<file path="config.mk">
export PLATFORM = sky130hd
export DESIGN_NAME = phy_basic_control
export DESIGN_NICKNAME = d
export VERILOG_FILES = /design/src/phy_ctrl_pkg.sv /design/src/pin_sync.sv /design/src/phy_basic_control.sv
export SDC_FILE = /design/constraint.sdc
export NUM_CORES = 1
export LEC_CHECK = 0
export ABC_AREA = 1
export CORE_MARGIN = 1.5
export CORE_UTILIZATION = 59
export DETAILED_ROUTE_END_ITERATION = 16
export DONT_BUFFER_PORTS = 1
export PLACE_DENSITY = 0.72
export SYNTH_ARGS = -nofsm -noshare
export SYNTH_HDL_FRONTEND = slang
export SYNTH_HIERARCHICAL = 1
export SYNTH_SLANG_ARGS = --single-unit
export TNS_END_PERCENT = 10
</file>
<file path="constraint.sdc">
create_clock -name CLOCK_IN -period 1.3 [get_ports CLOCK_IN]
set_clock_uncertainty 0.1 [all_clocks]
set_input_delay 0.26 -clock CLOCK_IN [delete_from_list [all_inputs] [get_ports CLOCK_IN]]
set_output_delay 0.26 -clock CLOCK_IN [all_outputs]
set_load 0.01 [all_outputs]
</file>
<file path="src/phy_ctrl_pkg.sv">
package phy_ctrl_pkg;

	// ------------------------------------------------------------------
	// Register map and field layout
	// ------------------------------------------------------------------

	localparam int          REG_ADDR_W         = 5;      // Management register address width.
	localparam int          REG_DATA_W         = 16;     // Management register data width.
	localparam logic [4:0]  BASIC_CONTROL_ADDR = 5'h00;  // Offset of basic_control.

	localparam int          SOFT_RESET_BIT     = 15;     // Self-clearing soft reset.
	localparam int          LOOPBACK_BIT       = 14;     // Loopback mode.
	localparam int          SPEED_BIT          = 13;     // Manual speed, 1 = 100 Mbps.
	localparam int          AN_ENABLE_BIT      = 12;     // Auto-negotiation enable.
	localparam int          POWER_DOWN_BIT     = 11;     // Power-down mode.
	localparam int          ISOLATE_BIT        = 10;     // Isolation from the MAC interface.
	localparam int          AN_RESTART_BIT     = 9;      // Self-clearing negotiation restart.
	localparam int          DUPLEX_BIT         = 8;      // Manual duplex, 1 = full.
	localparam int          COL_TEST_BIT       = 7;      // Collision indicator test.

	localparam logic [15:0] ZERO_WORD          = 16'h0000; // Reserved bits and unmapped reads.
	localparam int          STRAP_COUNT        = 4;      // Number of strapping pins.

	// ------------------------------------------------------------------
	// Types
	// ------------------------------------------------------------------

	// Strapping pins as sampled on the device clock.
	typedef struct packed {
		logic speed_strap;           // 1 = default 100 Mbps.
		logic autoneg_enable_strap;  // 1 = default negotiation on.
		logic isolate_strap;         // 1 = default isolated.
		logic duplex_strap;          // Inverse of the default duplex.
	} strap_t;

	// Latch phase: straps are loaded on the cycle after any reset.
	typedef enum logic {
		ST_LATCH = 1'b0,
		ST_RUN   = 1'b1
	} mode_t;

endpackage

</file>
<file path="src/pin_sync.sv">
// ----------------------------------------------------------------------
// Two-flop synchroniser for a group of slow pin inputs
// ----------------------------------------------------------------------
module pin_sync #(
	parameter int WIDTH = 4                   // Number of pins synchronised.
) (
	input  wire logic             clk,        // Device clock.
	input  wire logic [WIDTH-1:0] pins_in,    // Raw pin levels.
	output logic      [WIDTH-1:0] pins_out    // Levels safe to read.
);

	// All state of the synchroniser; the first stage feeds only the second.
	typedef struct packed {
		logic [WIDTH-1:0] meta;    // First stage, may go metastable.
		logic [WIDTH-1:0] stable;  // Second stage, read by logic.
	} sync_state_t;

	sync_state_t state;       // Registered state.
	sync_state_t next_state;  // Next value of the state.

	// Shift the pins one stage per clock. No reset is needed: the pins
	// settle within two clocks, and the strap latch reads them on the first clock after reset ends.
	always_comb begin
		next_state        = state;
		next_state.meta   = pins_in;
		next_state.stable = state.meta;
	end

	always_ff @(posedge clk) begin
		state <= next_state;
	end

	assign pins_out = state.stable;

endmodule

</file>
<file path="src/phy_basic_control.sv">
module phy_basic_control (
	input  wire logic        CLOCK_IN,           // Device clock, 10 MHz.
	input  wire logic        RST_IN,             // Synchronous reset, active high.
	input  wire logic        WR_EN_IN,           // Management write strobe, one cycle.
	input  wire logic [4:0]  ADDR_IN,            // Management register address.
	input  wire logic [15:0] WDATA_IN,           // Management write data.
	input  wire logic        SPEED_STRAP_IN,     // Speed strapping pin.
	input  wire logic        AUTONEG_ENABLE_STRAP_IN, // Negotiation strapping pin.
	input  wire logic        ISOLATE_STRAP_IN,   // Isolate strapping pin.
	input  wire logic        DUPLEX_STRAP_IN,    // Duplex strapping pin.
	input  wire logic        AN_SPEED_100_IN,    // Negotiated speed, 1 = 100 Mbps.
	input  wire logic        AN_FULL_DUPLEX_IN,  // Negotiated duplex, 1 = full.
	output logic      [15:0] RDATA_OUT,          // Read data for ADDR_IN, one cycle late.
	output logic             SOFT_RESET_OUT,     // One-cycle device reset pulse.
	output logic             AN_RESTART_OUT,     // One-cycle negotiation restart pulse.
	output logic             LOOPBACK_OUT,       // Loopback mode level.
	output logic             COL_TEST_OUT,       // Collision test level.
	output logic             POWER_DOWN_OUT,     // Power-down mode level.
	output logic             ISOLATE_OUT,        // MAC interface isolation level.
	output logic             SPEED_100_OUT,      // Operating speed, 1 = 100 Mbps.
	output logic             FULL_DUPLEX_OUT     // Operating duplex, 1 = full.
);

	// ------------------------------------------------------------------
	// State and helpers
	// ------------------------------------------------------------------

	// All state of the block in one record.
	typedef struct packed {
		phy_ctrl_pkg::mode_t mode;      // Strap latch phase or running.
		logic                loopback;  // Loopback bit.
		logic                speed;     // Manual speed bit.
		logic                an_en;     // Negotiation enable bit.
		logic                pd;        // Power-down bit.
		logic                iso;       // Isolate bit.
		logic                duplex;    // Manual duplex bit.
		logic                col_test;  // Collision test bit.
		logic                sr_pulse;  // Soft reset pulse.
		logic                anr_pulse; // Negotiation restart pulse.
		logic                eff_speed; // Operating speed.
		logic                eff_dup;   // Operating duplex.
		logic [15:0]         rdata;     // Registered read data.
	} ctrl_state_t;

	ctrl_state_t         state;       // Registered state.
	ctrl_state_t         next_state;  // Next value of the state.
	phy_ctrl_pkg::strap_t straps;     // Synchronised strap levels.
	logic                ctrl_wr;     // Write to basic_control this cycle.
	logic [15:0]         ctrl_word;   // Current register image.

	// Straps come from pins, so they pass two flops before any use.
	pin_sync #(
		.WIDTH (phy_ctrl_pkg::STRAP_COUNT)
	) u_strap_sync (
		.clk      (CLOCK_IN),
		.pins_in  ({SPEED_STRAP_IN, AUTONEG_ENABLE_STRAP_IN,
		            ISOLATE_STRAP_IN, DUPLEX_STRAP_IN}),
		.pins_out (straps)
	);

	assign ctrl_wr = WR_EN_IN && (ADDR_IN == phy_ctrl_pkg::BASIC_CONTROL_ADDR);

	// ------------------------------------------------------------------
	// Register image
	// ------------------------------------------------------------------

	// Self-clearing bits always read zero because their pulses last one
	// cycle and are not held in the register image.
	always_comb begin
		ctrl_word                                 = phy_ctrl_pkg::ZERO_WORD;
		ctrl_word[phy_ctrl_pkg::LOOPBACK_BIT]     = state.loopback;
		ctrl_word[phy_ctrl_pkg::SPEED_BIT]        = state.speed;
		ctrl_word[phy_ctrl_pkg::AN_ENABLE_BIT]    = state.an_en;
		ctrl_word[phy_ctrl_pkg::POWER_DOWN_BIT]   = state.pd;
		ctrl_word[phy_ctrl_pkg::ISOLATE_BIT]      = state.iso;
		ctrl_word[phy_ctrl_pkg::DUPLEX_BIT]       = state.duplex;
		ctrl_word[phy_ctrl_pkg::COL_TEST_BIT]     = state.col_test;
	end

	// ------------------------------------------------------------------
	// Next state
	// ------------------------------------------------------------------

	// Writes that land in the latch cycle are dropped; the host must wait
	// for that single cycle after any reset.
	always_comb begin
		next_state           = state;
		next_state.sr_pulse  = 1'b0;
		next_state.anr_pulse = 1'b0;
		case (state.mode)
			phy_ctrl_pkg::ST_LATCH: begin
				// Defaults taken from the straps after every reset.
				next_state.speed  = straps.speed_strap;
				next_state.an_en  = straps.autoneg_enable_strap;
				next_state.iso    = straps.isolate_strap;
				next_state.duplex = ~straps.duplex_strap;
				next_state.mode   = phy_ctrl_pkg::ST_RUN;
			end
			phy_ctrl_pkg::ST_RUN: begin
				if (ctrl_wr && WDATA_IN[phy_ctrl_pkg::SOFT_RESET_BIT] && state.pd) begin
					// Reset write while powered down only wakes the device.
					next_state.pd = 1'b0;
				end else if (ctrl_wr && WDATA_IN[phy_ctrl_pkg::SOFT_RESET_BIT]) begin
					// Full reset: clear bits, pulse, then re-latch straps.
					next_state.loopback = 1'b0;
					next_state.col_test = 1'b0;
					next_state.pd       = 1'b0;
					next_state.sr_pulse = 1'b1;
					next_state.mode     = phy_ctrl_pkg::ST_LATCH;
				end else if (ctrl_wr) begin
					// Ordinary write of the read-write bits.
					next_state.loopback  = WDATA_IN[phy_ctrl_pkg::LOOPBACK_BIT];
					next_state.speed     = WDATA_IN[phy_ctrl_pkg::SPEED_BIT];
					next_state.an_en     = WDATA_IN[phy_ctrl_pkg::AN_ENABLE_BIT];
					next_state.pd        = WDATA_IN[phy_ctrl_pkg::POWER_DOWN_BIT];
					next_state.iso       = WDATA_IN[phy_ctrl_pkg::ISOLATE_BIT];
					next_state.duplex    = WDATA_IN[phy_ctrl_pkg::DUPLEX_BIT];
					next_state.col_test  = WDATA_IN[phy_ctrl_pkg::COL_TEST_BIT];
					next_state.anr_pulse = WDATA_IN[phy_ctrl_pkg::AN_RESTART_BIT];
				end
			end
			default: begin
				next_state.mode = phy_ctrl_pkg::ST_LATCH;
			end
		endcase
		// Negotiation, when enabled, overrides the manual bits.
		next_state.eff_speed = state.an_en ? AN_SPEED_100_IN : state.speed;
		next_state.eff_dup   = state.an_en ? AN_FULL_DUPLEX_IN : state.duplex;
		// Unmapped addresses read as zero.
		next_state.rdata = (ADDR_IN == phy_ctrl_pkg::BASIC_CONTROL_ADDR) ?
		                   ctrl_word : phy_ctrl_pkg::ZERO_WORD;
	end

	// Register the state; reset enters the strap latch phase.
	always_ff @(posedge CLOCK_IN) begin
		if (RST_IN) begin
			state      <= '0;
			state.mode <= phy_ctrl_pkg::ST_LATCH;
		end else begin
			state <= next_state;
		end
	end

	// ------------------------------------------------------------------
	// Outputs
	// ------------------------------------------------------------------

	assign RDATA_OUT       = state.rdata;
	assign SOFT_RESET_OUT  = state.sr_pulse;
	assign AN_RESTART_OUT  = state.anr_pulse;
	assign LOOPBACK_OUT    = state.loopback;
	assign COL_TEST_OUT    = state.col_test;
	assign POWER_DOWN_OUT  = state.pd;
	assign ISOLATE_OUT     = state.iso;
	assign SPEED_100_OUT   = state.eff_speed;
	assign FULL_DUPLEX_OUT = state.eff_dup;

	// ------------------------------------------------------------------
	// Checks
	// ------------------------------------------------------------------

	a_soft_reset_pulse: assert property (@(posedge CLOCK_IN) disable iff (RST_IN)
		ctrl_wr && WDATA_IN[phy_ctrl_pkg::SOFT_RESET_BIT] && !state.pd
		&& state.mode == phy_ctrl_pkg::ST_RUN
		|=> SOFT_RESET_OUT ##1 !SOFT_RESET_OUT)
		else $error("Soft reset did not pulse for one cycle.");

	a_manual_speed_used: assert property (@(posedge CLOCK_IN) disable iff (RST_IN)
		!state.an_en |=> SPEED_100_OUT == $past(state.speed))
		else $error("Manual speed not applied.");

	a_autoneg_override: assert property (@(posedge CLOCK_IN) disable iff (RST_IN)
		state.an_en |=> SPEED_100_OUT == $past(AN_SPEED_100_IN)
		&& FULL_DUPLEX_OUT == $past(AN_FULL_DUPLEX_IN))
		else $error("Negotiated result not applied.");

	a_power_down_write: assert property (@(posedge CLOCK_IN) disable iff (RST_IN)
		ctrl_wr && !WDATA_IN[phy_ctrl_pkg::SOFT_RESET_BIT]
		&& state.mode == phy_ctrl_pkg::ST_RUN
		|=> POWER_DOWN_OUT == $past(WDATA_IN[phy_ctrl_pkg::POWER_DOWN_BIT]))
		else $error("Power-down bit not written.");

	a_pd_wake_only: assert property (@(posedge CLOCK_IN) disable iff (RST_IN)
		ctrl_wr && WDATA_IN[phy_ctrl_pkg::SOFT_RESET_BIT] && state.pd
		&& state.mode == phy_ctrl_pkg::ST_RUN
		|=> !POWER_DOWN_OUT && !SOFT_RESET_OUT && $stable(ISOLATE_OUT))
		else $error("Wake write caused a reset.");

	a_reset_relatch: assert property (@(posedge CLOCK_IN) disable iff (RST_IN)
		SOFT_RESET_OUT |-> state.mode == phy_ctrl_pkg::ST_LATCH
		##1 state.mode == phy_ctrl_pkg::ST_RUN && state.speed == $past(straps.speed_strap))
		else $error("Straps not re-latched after soft reset.");

	a_isolate_write: assert property (@(posedge CLOCK_IN) disable iff (RST_IN)
		ctrl_wr && !WDATA_IN[phy_ctrl_pkg::SOFT_RESET_BIT]
		&& state.mode == phy_ctrl_pkg::ST_RUN
		|=> ISOLATE_OUT == $past(WDATA_IN[phy_ctrl_pkg::ISOLATE_BIT]))
		else $error("Isolate bit not written.");

	a_restart_pulse: assert property (@(posedge CLOCK_IN) disable iff (RST_IN)
		ctrl_wr && !WDATA_IN[phy_ctrl_pkg::SOFT_RESET_BIT]
		&& WDATA_IN[phy_ctrl_pkg::AN_RESTART_BIT] && state.mode == phy_ctrl_pkg::ST_RUN
		|=> AN_RESTART_OUT ##1 !AN_RESTART_OUT)
		else $error("Restart did not pulse for one cycle.");

	a_strap_defaults: assert property (@(posedge CLOCK_IN) disable iff (RST_IN)
		state.mode == phy_ctrl_pkg::ST_LATCH |=> state.an_en == $past(straps.autoneg_enable_strap)
		&& ISOLATE_OUT == $past(straps.isolate_strap))
		else $error("Strap defaults wrong.");

	a_duplex_default: assert property (@(posedge CLOCK_IN) disable iff (RST_IN)
		state.mode == phy_ctrl_pkg::ST_LATCH |=> state.duplex == !$past(straps.duplex_strap))
		else $error("Duplex default not inverted strap.");

	a_loopback_write: assert property (@(posedge CLOCK_IN) disable iff (RST_IN)
		ctrl_wr && !WDATA_IN[phy_ctrl_pkg::SOFT_RESET_BIT]
		&& state.mode == phy_ctrl_pkg::ST_RUN
		|=> LOOPBACK_OUT == $past(WDATA_IN[phy_ctrl_pkg::LOOPBACK_BIT]))
		else $error("Loopback bit not written.");

	a_reserved_zero: assert property (@(posedge CLOCK_IN) disable iff (RST_IN)
		RDATA_OUT[phy_ctrl_pkg::COL_TEST_BIT-1:0] == 7'h00
		&& !RDATA_OUT[phy_ctrl_pkg::SOFT_RESET_BIT] && !RDATA_OUT[phy_ctrl_pkg::AN_RESTART_BIT])
		else $error("Reserved or self-clearing bit read as one.");

endmodule

</file>
# Yosys cells after proc, flatten, opt, wreduce, memory -nomap -nowiden
# Cells that the tools add are included.
# word_totals
regBits	36
in_bits	30
out_inout_bits	24
# op_classes
eq_ne	3
n_mux	18
n_bitwise	5
n_reduce_logical	12
# ops
cell	n
$mux 1	10
$pmux 2 s2	2
$mux 7	1
$reduce_and 3->1	2
$logic_not 5->1	1
$mux 5	1
$not 1->1	5
$reduce_or 5->1	1
$mux 2	2
$mux 4	1
$ne 2x2->1 const B	2
$logic_and 1x1->1	3
$reduce_bool 3->1	1
$reduce_or 3->1	1
$ne 2x1->1 const B	1
$pmux 1 s2	1
$reduce_and 2->1	1
$reduce_bool 2->1	1
$reduce_or 2->1	1

# Logic depth before layout (Yosys ltp)
# Gate-level depths: netlist of run 1.
# logic_depth
word_depth	6
ltp_mapped	8
mapped_depth_nobuf	8

# Hierarchy
# Netlist of run 1, hierarchy kept.
# modules_own_cells
mod	n_inst	cells_per_inst	area_each_um2
phy_basic_control	1	114	898.4
pin_sync	1	8	160.2

# Worst setup path after synthesis of run 1
# No wires, ideal clock.
# synth_path
kind	in2reg
start	in ADDR_IN[4]
end	reg state, in the netlist ctrl_word[12]
setup_ns	0.111
arrival_ns	0.905
t_required_ns	1.089
slack_ns	0.183
cell_stages	8
path_buffers	0
cell_sequence	nor2_2 > nand2_2 > nor2_8 > nand3_2 > nand3_1 > nand2_1 > nor2_1 > nor2_1
# synth_between
elab_chain_len	6
word_cells_on_any_way	8
# synth_lines
element	line	source
from (decl)	phy_basic_control.sv:5	input wire logic [4:0] ADDR_IN,
$logic_not 5->1 *	phy_basic_control.sv:61	assign ctrl_wr = WR_EN_IN && (ADDR_IN == phy_ctrl_pkg::BASIC_CONTROL_ADDR);
$logic_and 1x1->1 *	phy_basic_control.sv:61	
$logic_and 1x1->1	phy_basic_control.sv:100, phy_basic_control.sv:103	
$logic_and 1x1->1	phy_basic_control.sv:100	if (ctrl_wr && WDATA_IN[phy_ctrl_pkg::SOFT_RESET_BIT] && state.pd) begin
$ne 2x2->1 (no source line)	n/a	
$reduce_and 3->1 (no source line) *	n/a	
to (signal assigned)	phy_basic_control.sv:140	state <= next_state;
to (decl)	phy_basic_control.sv:45	ctrl_state_t state;
# Every way passes the cells marked *; elsewhere a longest branch is shown, timed or not.
# A chain may end at the register's enable or synchronous reset.

# Worst setup path after layout of run 1
# layout_path
start	reg state, in the netlist POWER_DOWN_OUT
end	out POWER_DOWN_OUT
# layout_lines
element	line	source
to (decl)	phy_basic_control.sv:18	output logic POWER_DOWN_OUT,
# No word-level cell between the ends.

==> metrics.yaml, run 1 <==
place:
  hpwlAfterDp_um: 1130
  place_area_um2: 1010
  port-buffer-count: 0
  dp_cells: 141
  pre_cts_ws_ps: 98.2
  gp_congestion: 0.755
clock_network:
  clockRootBuffer: "clkbuf_4"
  cts.sinks: 27
  clock_latency_ps: 330
  clkSlewWorstSetupHoldPaths_ps: 140
  cts_tree: "done"
  clockBufferDepth: 2
  h-tree-depth: 1
  numCtsBuffers: 3
die:
  die_w_um: 45.4
  num_rows: 15
  fp.dieArea_um2: 2060
  core_region_area_um2: 1710
  dieHeight_um: 45.4
  initial_utilization_pct: 62.0
  ios: 54
drt:
  dr_total_vias: 734
  routed_via_density: 4.65
  ant_nets: 0
  wirelength_um: 1560
  first_pass_iters: 4
  drtIter0Drc: 11
  avgRoutedWirePerCell_um: 9.89
  drc: 0
synth:
  synthArstFlopShare_pct: 0
  yosysTopAreaCellShare_pct: 51.1
  netlist_instances: 122
  synth_warnings: 6
  post-synth-top-count-cell: "dfxtp_1"
  synth_flop_cell: "dfxtp_1"
  synth_seq_cells: 27
  synth_edf_count: 0
  synth_top_cell_by_area: "dfxtp_1"
  yosysUniqueCellTypes: 18
  syn-cell-area_um2: 1060
  synthTopCellsByCount: "dfxtp_1 (27), nand2_1 (22), buf_4 (16), inv_1 (15), nor2_1 (14)"
  yosys-top-cells-area: "dfxtp_1 (51%), buf_4 (11%), nand2_1 (7.8%)"
  postSynthAreaPerCell_um2: 8.68
  yosysSeqAreaShare_pct: 51.1
setup_path:
  crit_buf_inv: 1
  path_cells: "buf_4"
  r2r-start: "state[27]$_SDFF_PP0_"
  r2r_setup_slack_ps: 190
  worst_setup_path_end_kind: "output port"
  cpMaxStageDelayCell: "dfxtp_1"
  reg2reg_to: "ctrl_word[8]$_SDFFE_PP0P_"
  crit_type: "register to output port"
  cpPeakStageDelay_ps: 360
  critPathCapture: "POWER_DOWN_OUT"
  critPathLaunchType: "register"
  arrival_ps: 810
  cp.depth: 1
  crit_path_start: "POWER_DOWN_OUT$_SDFFE_PP0P_"
  reg2reg_depth: 5
  crit_required_ps: 940
  crit_fanout: 3
  cp_top_family: "flip-flops"
layout:
  finalInstanceArea_um2: 1170
  final_core_util_pct: 68.8
  nets: 164
  area_growth_pct: 11.0
  diodes: 0
  drive_above_1_share_pct: 12.8
  fin_cells: 158
power:
  swShare_pct: 23.7
  p_sw_mw: 0.317
  seqPwrFrac_pct: 65.0
  p_per_area_nw_per_um2: 1140
  peakVddDrop_uv: 801
  p_total_mw: 1.33
  p_leak_nw: 0.538
  clkPwrFrac_pct: 27.3
  internal-power_mw: 1.02
  combPwrFrac_pct: 7.7
timing:
  fin_ws_ps: 127
  layout_worst_path_cycle_share_pct: 90.2
  layout_min_cycle_time_ps: 1170
  grt_setup_unrepaired: "false"
  maxSlewViolCount: 0
  fin_tns_setup_ps: 0
  setup_violations: 0
  finalHoldWorstSlack_ps: 15.5
  hold_violations: 0
  fmax_ghz: 0.853
global_route:
  grt_max_degree: 17
  grtUsageTotal_pct: 16.8
  grt_pass1_wl_um: 2410
  grt_pass1_vias: 590
  antenna_found_initial: 0
  overflow: 0
min_path:
  hold_path.class: "primary input to register"
status:
  status: "finished, final reports clean"
job:
  maxCapViolations: 0
==> power by group through the flow <==
stage	clock network [mW]	registers (mW)	logic (mW)
after floorplan	0	0.884	0.0771
after global placement	0	0.885	0.0655
after detailed placement	0	0.886	0.0672
after CTS	0.372	0.868	0.0989
after global routing	0.412	0.871	0.115
final	0.365	0.867	0.103
==> placed cells by master, fill, tap and decap left out, types with 2 or more instances in the layout <==
cell and count:
inv_1 15, nor2_1 14, nand2_1 22, nor2_4 2, dfxtp_1 27, conb_1 9, nand3_1 9, clkbuf_4 3
nand2_2 2, buf_4 2, dlygate4sd3_1 13, nand3_2 2, a21oi_1 3, o21ai_0 3
==> cell families (layout without fill, tap and decap cells) <==
logic type             count (synthesis)  count (layout)  synth area share [%]
AOI/OAI and AO/OA                      6               6                  2.84
DFF                                   27              27                  51.1
and+or+nand+nor                       57              57                  29.1
buffers and inverters                 31              34                  16.7
other                                  1               9                 0.354
==> flip-flops by register name, summed over array words and instances (netlist names) <==
signal                   count
SOFT_RESET_OUT               1
RDATA_OUT                    7
COL_TEST_OUT                 1
FULL_DUPLEX_OUT              1
LOOPBACK_OUT                 1
POWER_DOWN_OUT               1
u_strap_sync/pins_out        4
AN_RESTART_OUT               1
SPEED_100_OUT                1
ISOLATE_OUT                  1
state                        1
ctrl_word                    3
u_strap_sync/next_state      4
==> layout make-up <==
cell class,instances,area [um2]
Clock inverter,1,7.51
Multi-Input combinational cell,72,372
Fill cell,128,533
Inverter,15,56.3
Clock buffer,3,22.5
Timing Repair Buffer,15,145
Tap cell,25,31.3
Sequential cell,27,541
==> worst min path at each step <==
stage                           start  cells past startpoint                                  to
finish              AN_FULL_DUPLEX_IN                      2          FULL_DUPLEX_OUT$_SDFF_PP0_
global placement     ISOLATE_STRAP_IN                      0  u_strap_sync/next_state[1]$_DFF_P_
floorplan             DUPLEX_STRAP_IN                      0  u_strap_sync/next_state[0]$_DFF_P_
detailed placement     SPEED_STRAP_IN                      0  u_strap_sync/next_state[3]$_DFF_P_
CTS                          WR_EN_IN                      2           AN_RESTART_OUT$_SDFF_PP0_
global route        AN_FULL_DUPLEX_IN                      2          FULL_DUPLEX_OUT$_SDFF_PP0_
==> timing repair <==
action                                 in CTS  in global routing
gates resized for setup                     0                  0
hold buffers                               12                  1
endpoints found under the hold margin      13                  1
setup buffers                               0                  0
setup endpoints to repair                   0                  0
==> routing by layer <==
layer	wire, um	vias up	GRT usage, %
li1	-	372	-
met1	614	320	17.2
met2	786	37	28.6
met3	124	5	6.40
met4	38	0	10.6
met5	0	-	0
(Power assumes the default switching activity.)
==> run 2: changes to the inputs <==
==> constraint.sdc (replaced) <==
create_clock -name CLOCK_IN -period 1.3 [get_ports CLOCK_IN]
set_clock_uncertainty 0.1 [all_clocks]
set_input_delay 0.13 -clock CLOCK_IN [delete_from_list [all_inputs] [get_ports CLOCK_IN]]
set_output_delay 0.13 -clock CLOCK_IN [all_outputs]
set_load 0.01 [all_outputs]
==> metrics.yaml, run 2 (synthesized netlist as in run 1, its figures left out) <==
status:
  status: "finished, final reports clean"
clock_network:
  h-tree-depth: 1  # unchanged
  clock_latency_ps: 330  # about the same
  post_cts_buffers: 0  # unchanged
  clockRootBuffer: "clkbuf_4"
  cts.sinks: 27  # unchanged
  clockBufferDepth: 2  # unchanged
  numCtsBuffers: 3  # unchanged
  cts_tree: "done"
  clkSlewWorstSetupHoldPaths_ps: 140  # about the same
die:
  core_region_area_um2: 1710  # unchanged
  ios: 54  # unchanged
  initial_utilization_pct: 62.0  # unchanged
  num_rows: 15  # unchanged
  dieHeight_um: 45.4  # unchanged
  fp.dieArea_um2: 2060  # unchanged
  die_w_um: 45.4  # unchanged
power:
  p_per_area_nw_per_um2: 1110  # -2.1%
  internal-power_mw: 1.03  # +0.78%
  p_sw_mw: 0.328  # +3.5%
  clkPwrFrac_pct: 27.2  # about the same
  seqPwrFrac_pct: 64.1  # -0.9 points
  combPwrFrac_pct: 8.7  # +1.0 points
  p_leak_nw: 0.555  # +3.2%
  swShare_pct: 24.2  # +0.48 points
  peakVddDrop_uv: 790  # -1.3%
place:
  hpwlAfterDp_um: 1170  # +3.6%
  port-buffer-count: 0  # unchanged
  pre_cts_ws_ps: 202  # +104 ps
  gp_congestion: 0.755  # about the same
drt:
  drc: 0  # unchanged
  avgRoutedWirePerCell_um: 11.4  # +15%
  dr_total_vias: 768  # +4.6%
  wirelength_um: 1840  # +18%
  first_pass_iters: 4  # unchanged
  routed_via_density: 4.74  # +2.0%
  ant_nets: 0  # unchanged
  drtIter0Drc: 35  # +24
setup_path:
  critPathLaunchType: "register"
  worst_setup_path_end_kind: "register"
  arrival_ps: 1320  # +510 ps
  crit_fanout: 5  # +2
  crit_required_ps: 1440  # +500 ps
  crit_type: "register to register"
layout:
  diodes: 0  # unchanged
  final_common_cell: "dfxtp_1"
  drive_above_1_share_pct: 13.1  # +0.36 points
  largest_reg_flops: 7  # unchanged
  nets: 168  # +2.4%
  final_cell_mix: "dfxtp_1 (27), nand2_1 (21), dlygate4sd3_1 (17)"
  area_growth_pct: 15.0
timing:
  maxSlewViolCount: 0  # unchanged
  layout_min_cycle_time_ps: 1180  # +10.2 ps
  fmax_ghz: 0.845  # -0.86%
  hold_violations: 0  # unchanged
  fin_tns_setup_ps: 0  # unchanged
  grt_setup_unrepaired: "false"
  setup_violations: 0  # unchanged
  fin_ws_ps: 117  # -10.2 ps
  layout_worst_path_cycle_share_pct: 91.0  # +0.78 points
global_route:
  grt_max_degree: 17  # unchanged
  antenna_found_initial: 0  # unchanged
  overflow: 0  # unchanged
  grt_pass1_wl_um: 2790  # +16%
  grt_pass1_vias: 661  # +12%
  grtUsageTotal_pct: 19.5  # +2.7 points
min_path:
  hold_path.class: "primary input to register"
job:
  maxCapViolations: 0  # unchanged
run 2: cell type report:
cell class	count	area (um2)
fill	129	490
clock buffer	3	22.5
tap	25	31.3
clock inverter	1	7.51
inverter	15	56.3
sequential	27	541
multi-input combinational	72	374
timing repair buffer	19	185
run 2: metal layers:
layer,global-route usage (%),routed length [um],up-vias
met1,20.8,748,343
li1,-,-,381
met5,0,0,-
met3,5.20,111,4
met4,9.41,18,0
met2,35.1,960,40
run 2: power by group through the flow:
stage	registers, mW	clock network (mW)	logic (mW)
finish	0.868	0.368	0.118
global route	0.871	0.397	0.131
CTS	0.867	0.364	0.115
detailed placement	0.886	0	0.0675
global placement	0.885	0	0.0654
floorplan	0.884	0	0.0771
run 2: repair_timing:
action / CTS / global route
endpoints found under the setup margin: 0 / 7
hold buffers: 17 / 0
hold endpoints to repair: 16 / 0
gates resized for setup: 0 / 1
run 2: worst paths after layout:
kind | end | cells after the start | slack [ps] | startpoint
worst max-delay path | COL_TEST_OUT$_SDFFE_PP0P_ | 5 | 120 | state[27]$_SDFF_PP0_
worst min-delay path | ctrl_word[8]$_SDFFE_PP0P_ | 5 | 20 | WR_EN_IN
worst max register to register | COL_TEST_OUT$_SDFFE_PP0P_ | 5 | 120 | state[27]$_SDFF_PP0_
worst min register to register | u_strap_sync/pins_out[2]$_DFF_P_ | 0 | 240 | u_strap_sync/next_state[2]$_DFF_P_
run 2: through the flow:
step | cells | hold slack, ps | power, mW | util, % | area [um2]
finish | 162 | 23.7 | 1.35 | 71.3 | 1220
CTS | 162 | 12.7 | 1.35 | 71.1 | 1210
global placement | 141 | 57.8 | 0.951 | 59.4 | 1010
detailed placement | 141 | 57.8 | 0.953 | 59.4 | 1010
global route | 162 | 40.1 | 1.40 | 71.3 | 1220
floorplan | 130 | 57.7 | 0.961 | - | 1090
run 2: worst max-delay path: stages, from the launching register on:
cell and delay [ps]:
dfxtp_1 430, inv_1 150, nor2_4 160, nand2_1 100, nand3_1 90, nand2_1 60
==> run 3: changes to the inputs <==
--- a/config.mk
+++ b/config.mk
@@ -10,7 +10,7 @@
 export CORE_UTILIZATION = 59
 export DETAILED_ROUTE_END_ITERATION = 16
 export DONT_BUFFER_PORTS = 1
-export PLACE_DENSITY = 0.72
+export PLACE_DENSITY_LB_ADDON = 0.08
 export SYNTH_ARGS = -nofsm -noshare
 export SYNTH_HDL_FRONTEND = slang
 export SYNTH_HIERARCHICAL = 1
==> metrics.yaml, run 3 (synthesized netlist as in run 1, its figures left out) <==
status:
  status: "finished, final reports clean"
die:
  fp.dieArea_um2: 2060  # unchanged
  core_region_area_um2: 1710  # unchanged
  num_rows: 15  # unchanged
  dieHeight_um: 45.4  # unchanged
  die_w_um: 45.4  # unchanged
  ios: 54  # unchanged
  initial_utilization_pct: 62.0  # unchanged
setup_path:
  critPathLaunchType: "primary input"
  crit_buf_inv: 2  # +1
  worst_setup_path_end_kind: "register"
  path_cells: "dlygate4sd3_1 -> inv_1 -> nand2_1 -> nor2_1"
  crit_required_ps: 1430  # about the same
  cp_top_family: "buffers and inverters"
  crit_type: "primary input to register"
  r2r_setup_slack_ps: 160  # +40 ps
  reg2reg_depth: 5  # unchanged
  r2r-start: "state[27]$_SDFF_PP0_"
  crit_fanout: 8  # +3
  reg2reg_to: "ctrl_word[8]$_SDFFE_PP0P_"
  arrival_ps: 1390  # +70 ps
  cpPeakStageDelay_ps: 720  # +290 ps
  cpMaxStageDelayCell: "dlygate4sd3_1"
power:
  p_per_area_nw_per_um2: 1110  # -0.46%
  peakVddDrop_uv: 768  # -2.8%
  p_leak_nw: 0.554  # -0.13%
clock_network:
  clockBufferDepth: 2  # unchanged
  clockRootBuffer: "clkbuf_4"
  clkSlewWorstSetupHoldPaths_ps: 140  # about the same
  clock_latency_ps: 330  # about the same
  cts_tree: "done"
  cts.sinks: 27  # unchanged
  numCtsBuffers: 3  # unchanged
  ctsResizeCount: 0  # unchanged
  h-tree-depth: 1  # unchanged
drt:
  drc: 0  # unchanged
  first_pass_iters: 5  # +1
  wirelength_um: 1680  # -8.9%
  ant_nets: 0  # unchanged
  drtIter0Drc: 16  # -54%
  dr_total_vias: 734  # -4.4%
  routed_via_density: 4.53  # -4.4%
  avgRoutedWirePerCell_um: 10.3  # -8.9%
layout:
  regArea_um2: 541  # unchanged
  largest_reg_flops: 7  # unchanged
  final_cell_mix: "dfxtp_1 (27), nand2_1 (22), dlygate4sd3_1 (17)"
  finalInstanceArea_um2: 1210  # -0.21%
  fill_cells: 133  # +3.1%
  final_common_cell: "dfxtp_1"
  nets: 168  # unchanged
  diodes: 0  # unchanged
  multi_input_area_um2: 372  # -0.67%
  drive_above_1_share_pct: 12.4  # -0.73 points
  area_growth_pct: 14.8
global_route:
  met3_usage_pct: 2.40  # -2.8 points
  overflow: 0  # unchanged
  grt_pass1_vias: 621  # -6.1%
  grtUsageTotal_pct: 17.9  # -1.6 points
  grt_pass1_wl_um: 2570  # -7.7%
  grt_max_degree: 17  # unchanged
  use_met1_pct: 20.8  # unchanged
  antenna_found_initial: 0  # unchanged
  busiest_layer: "met2"
  met2_usage_pct: 30.3  # -4.9 points
timing:
  maxSlewViolCount: 0  # unchanged
  layout_min_cycle_time_ps: 1250  # +71.2 ps
  setup_violations: 0  # unchanged
  fin_tns_setup_ps: 0  # unchanged
  layout_worst_path_cycle_share_pct: 96.5  # +5.5 points
  grt_setup_unrepaired: "false"
  hold_violations: 0  # unchanged
  fmax_ghz: 0.797  # -5.7%
place:
  hpwlAfterDp_um: 1170  # +0.26%
  gp_congestion: 0.769  # +1.8%
  port-buffer-count: 0  # unchanged
  place_area_um2: 1010  # unchanged
job:
  maxCapViolations: 0  # unchanged
min_path:
  hold_path.class: "primary input to register"
  min_from: "WR_EN_IN"
  min_to: "ISOLATE_OUT$_SDFFE_PP0P_"
  whs_path_depth: 5  # unchanged
==> run 3: cell counts in the layout (fill, tap and decap cells not counted) <==
No cell type changed its count.
==> run 3: worst min-delay path: stages <==
cell and delay [ps]:
nand3_2 80, nand3_1 70, nand2_1 60, nand2_1 40
nand2_1 50
==> run 3: repair_timing <==
| item | in CTS | in global routing |
|---|---|---|
| buffers inserted | 0 | 0 |
| hold buffers | 17 | 0 |
| endpoints found under the hold margin | 16 | 0 |
==> run 3: worst max-delay path by stage <==
stage | startpoint | endpoint | slack [ps] | cells after the start
2_1_floorplan | state[27]$_SDFF_PP0_ | state[27]$_SDFF_PP0_ | 230 | 5
5_1_grt | RST_IN | RDATA_OUT[10]$_SDFF_PP0_ | 0.9 | 4
3_5_place_dp | state[27]$_SDFF_PP0_ | ctrl_word[8]$_SDFFE_PP0P_ | 200 | 5
3_3_place_gp | state[27]$_SDFF_PP0_ | state[27]$_SDFF_PP0_ | 220 | 5
6_report | RST_IN | RDATA_OUT[12]$_SDFF_PP0_ | 50 | 4
4_1_cts | RST_IN | RDATA_OUT[12]$_SDFF_PP0_ | 80 | 4
==> run 3: final cells by class <==
type	count	area share, %
clock buffer	3	1.85
clock inverter	1	0.618
inverter	15	4.63
multi-input combinational	72	30.6
sequential	27	44.5
tap	25	2.57
timing repair buffer	19	15.2
==> run 3: where the power goes <==
part | internal, mW | leakage (nW) | switching (mW)
Sequential | 0.854 | 0.222 | 0.0139
Clock | 0.118 | 0.0139 | 0.242
Combinational | 0.0540 | 0.318 | 0.0632
Total | 1.03 | 0.554 | 0.319
==> run 3: per-layer routing <==
layer / wire, um / vias up / part of all wire, %
met5: 0 / - / 0
met4: 43 / 0 / 2.6
met3: 101 / 5 / 6.0
met2: 853 / 43 / 51
met1: 677 / 309 / 40
li1: - / 377 / -
==> run 3: metrics by stage <==
step | setup slack, ps | utilization [%] | total power, mW | hold WS (ps) | instances
2_1_floorplan | 232 | - | 0.961 | 57.7 | 130
3_3_place_gp | 223 | 59.4 | 0.952 | 57.8 | 141
3_5_place_dp | 199 | 59.4 | 0.954 | 57.8 | 141
4_1_cts | 77.2 | 71.1 | 1.36 | 5.61 | 162
5_1_grt | 0.873 | 71.1 | 1.42 | 34.4 | 162
6_report | 45.8 | 71.1 | 1.34 | 15.1 | 162
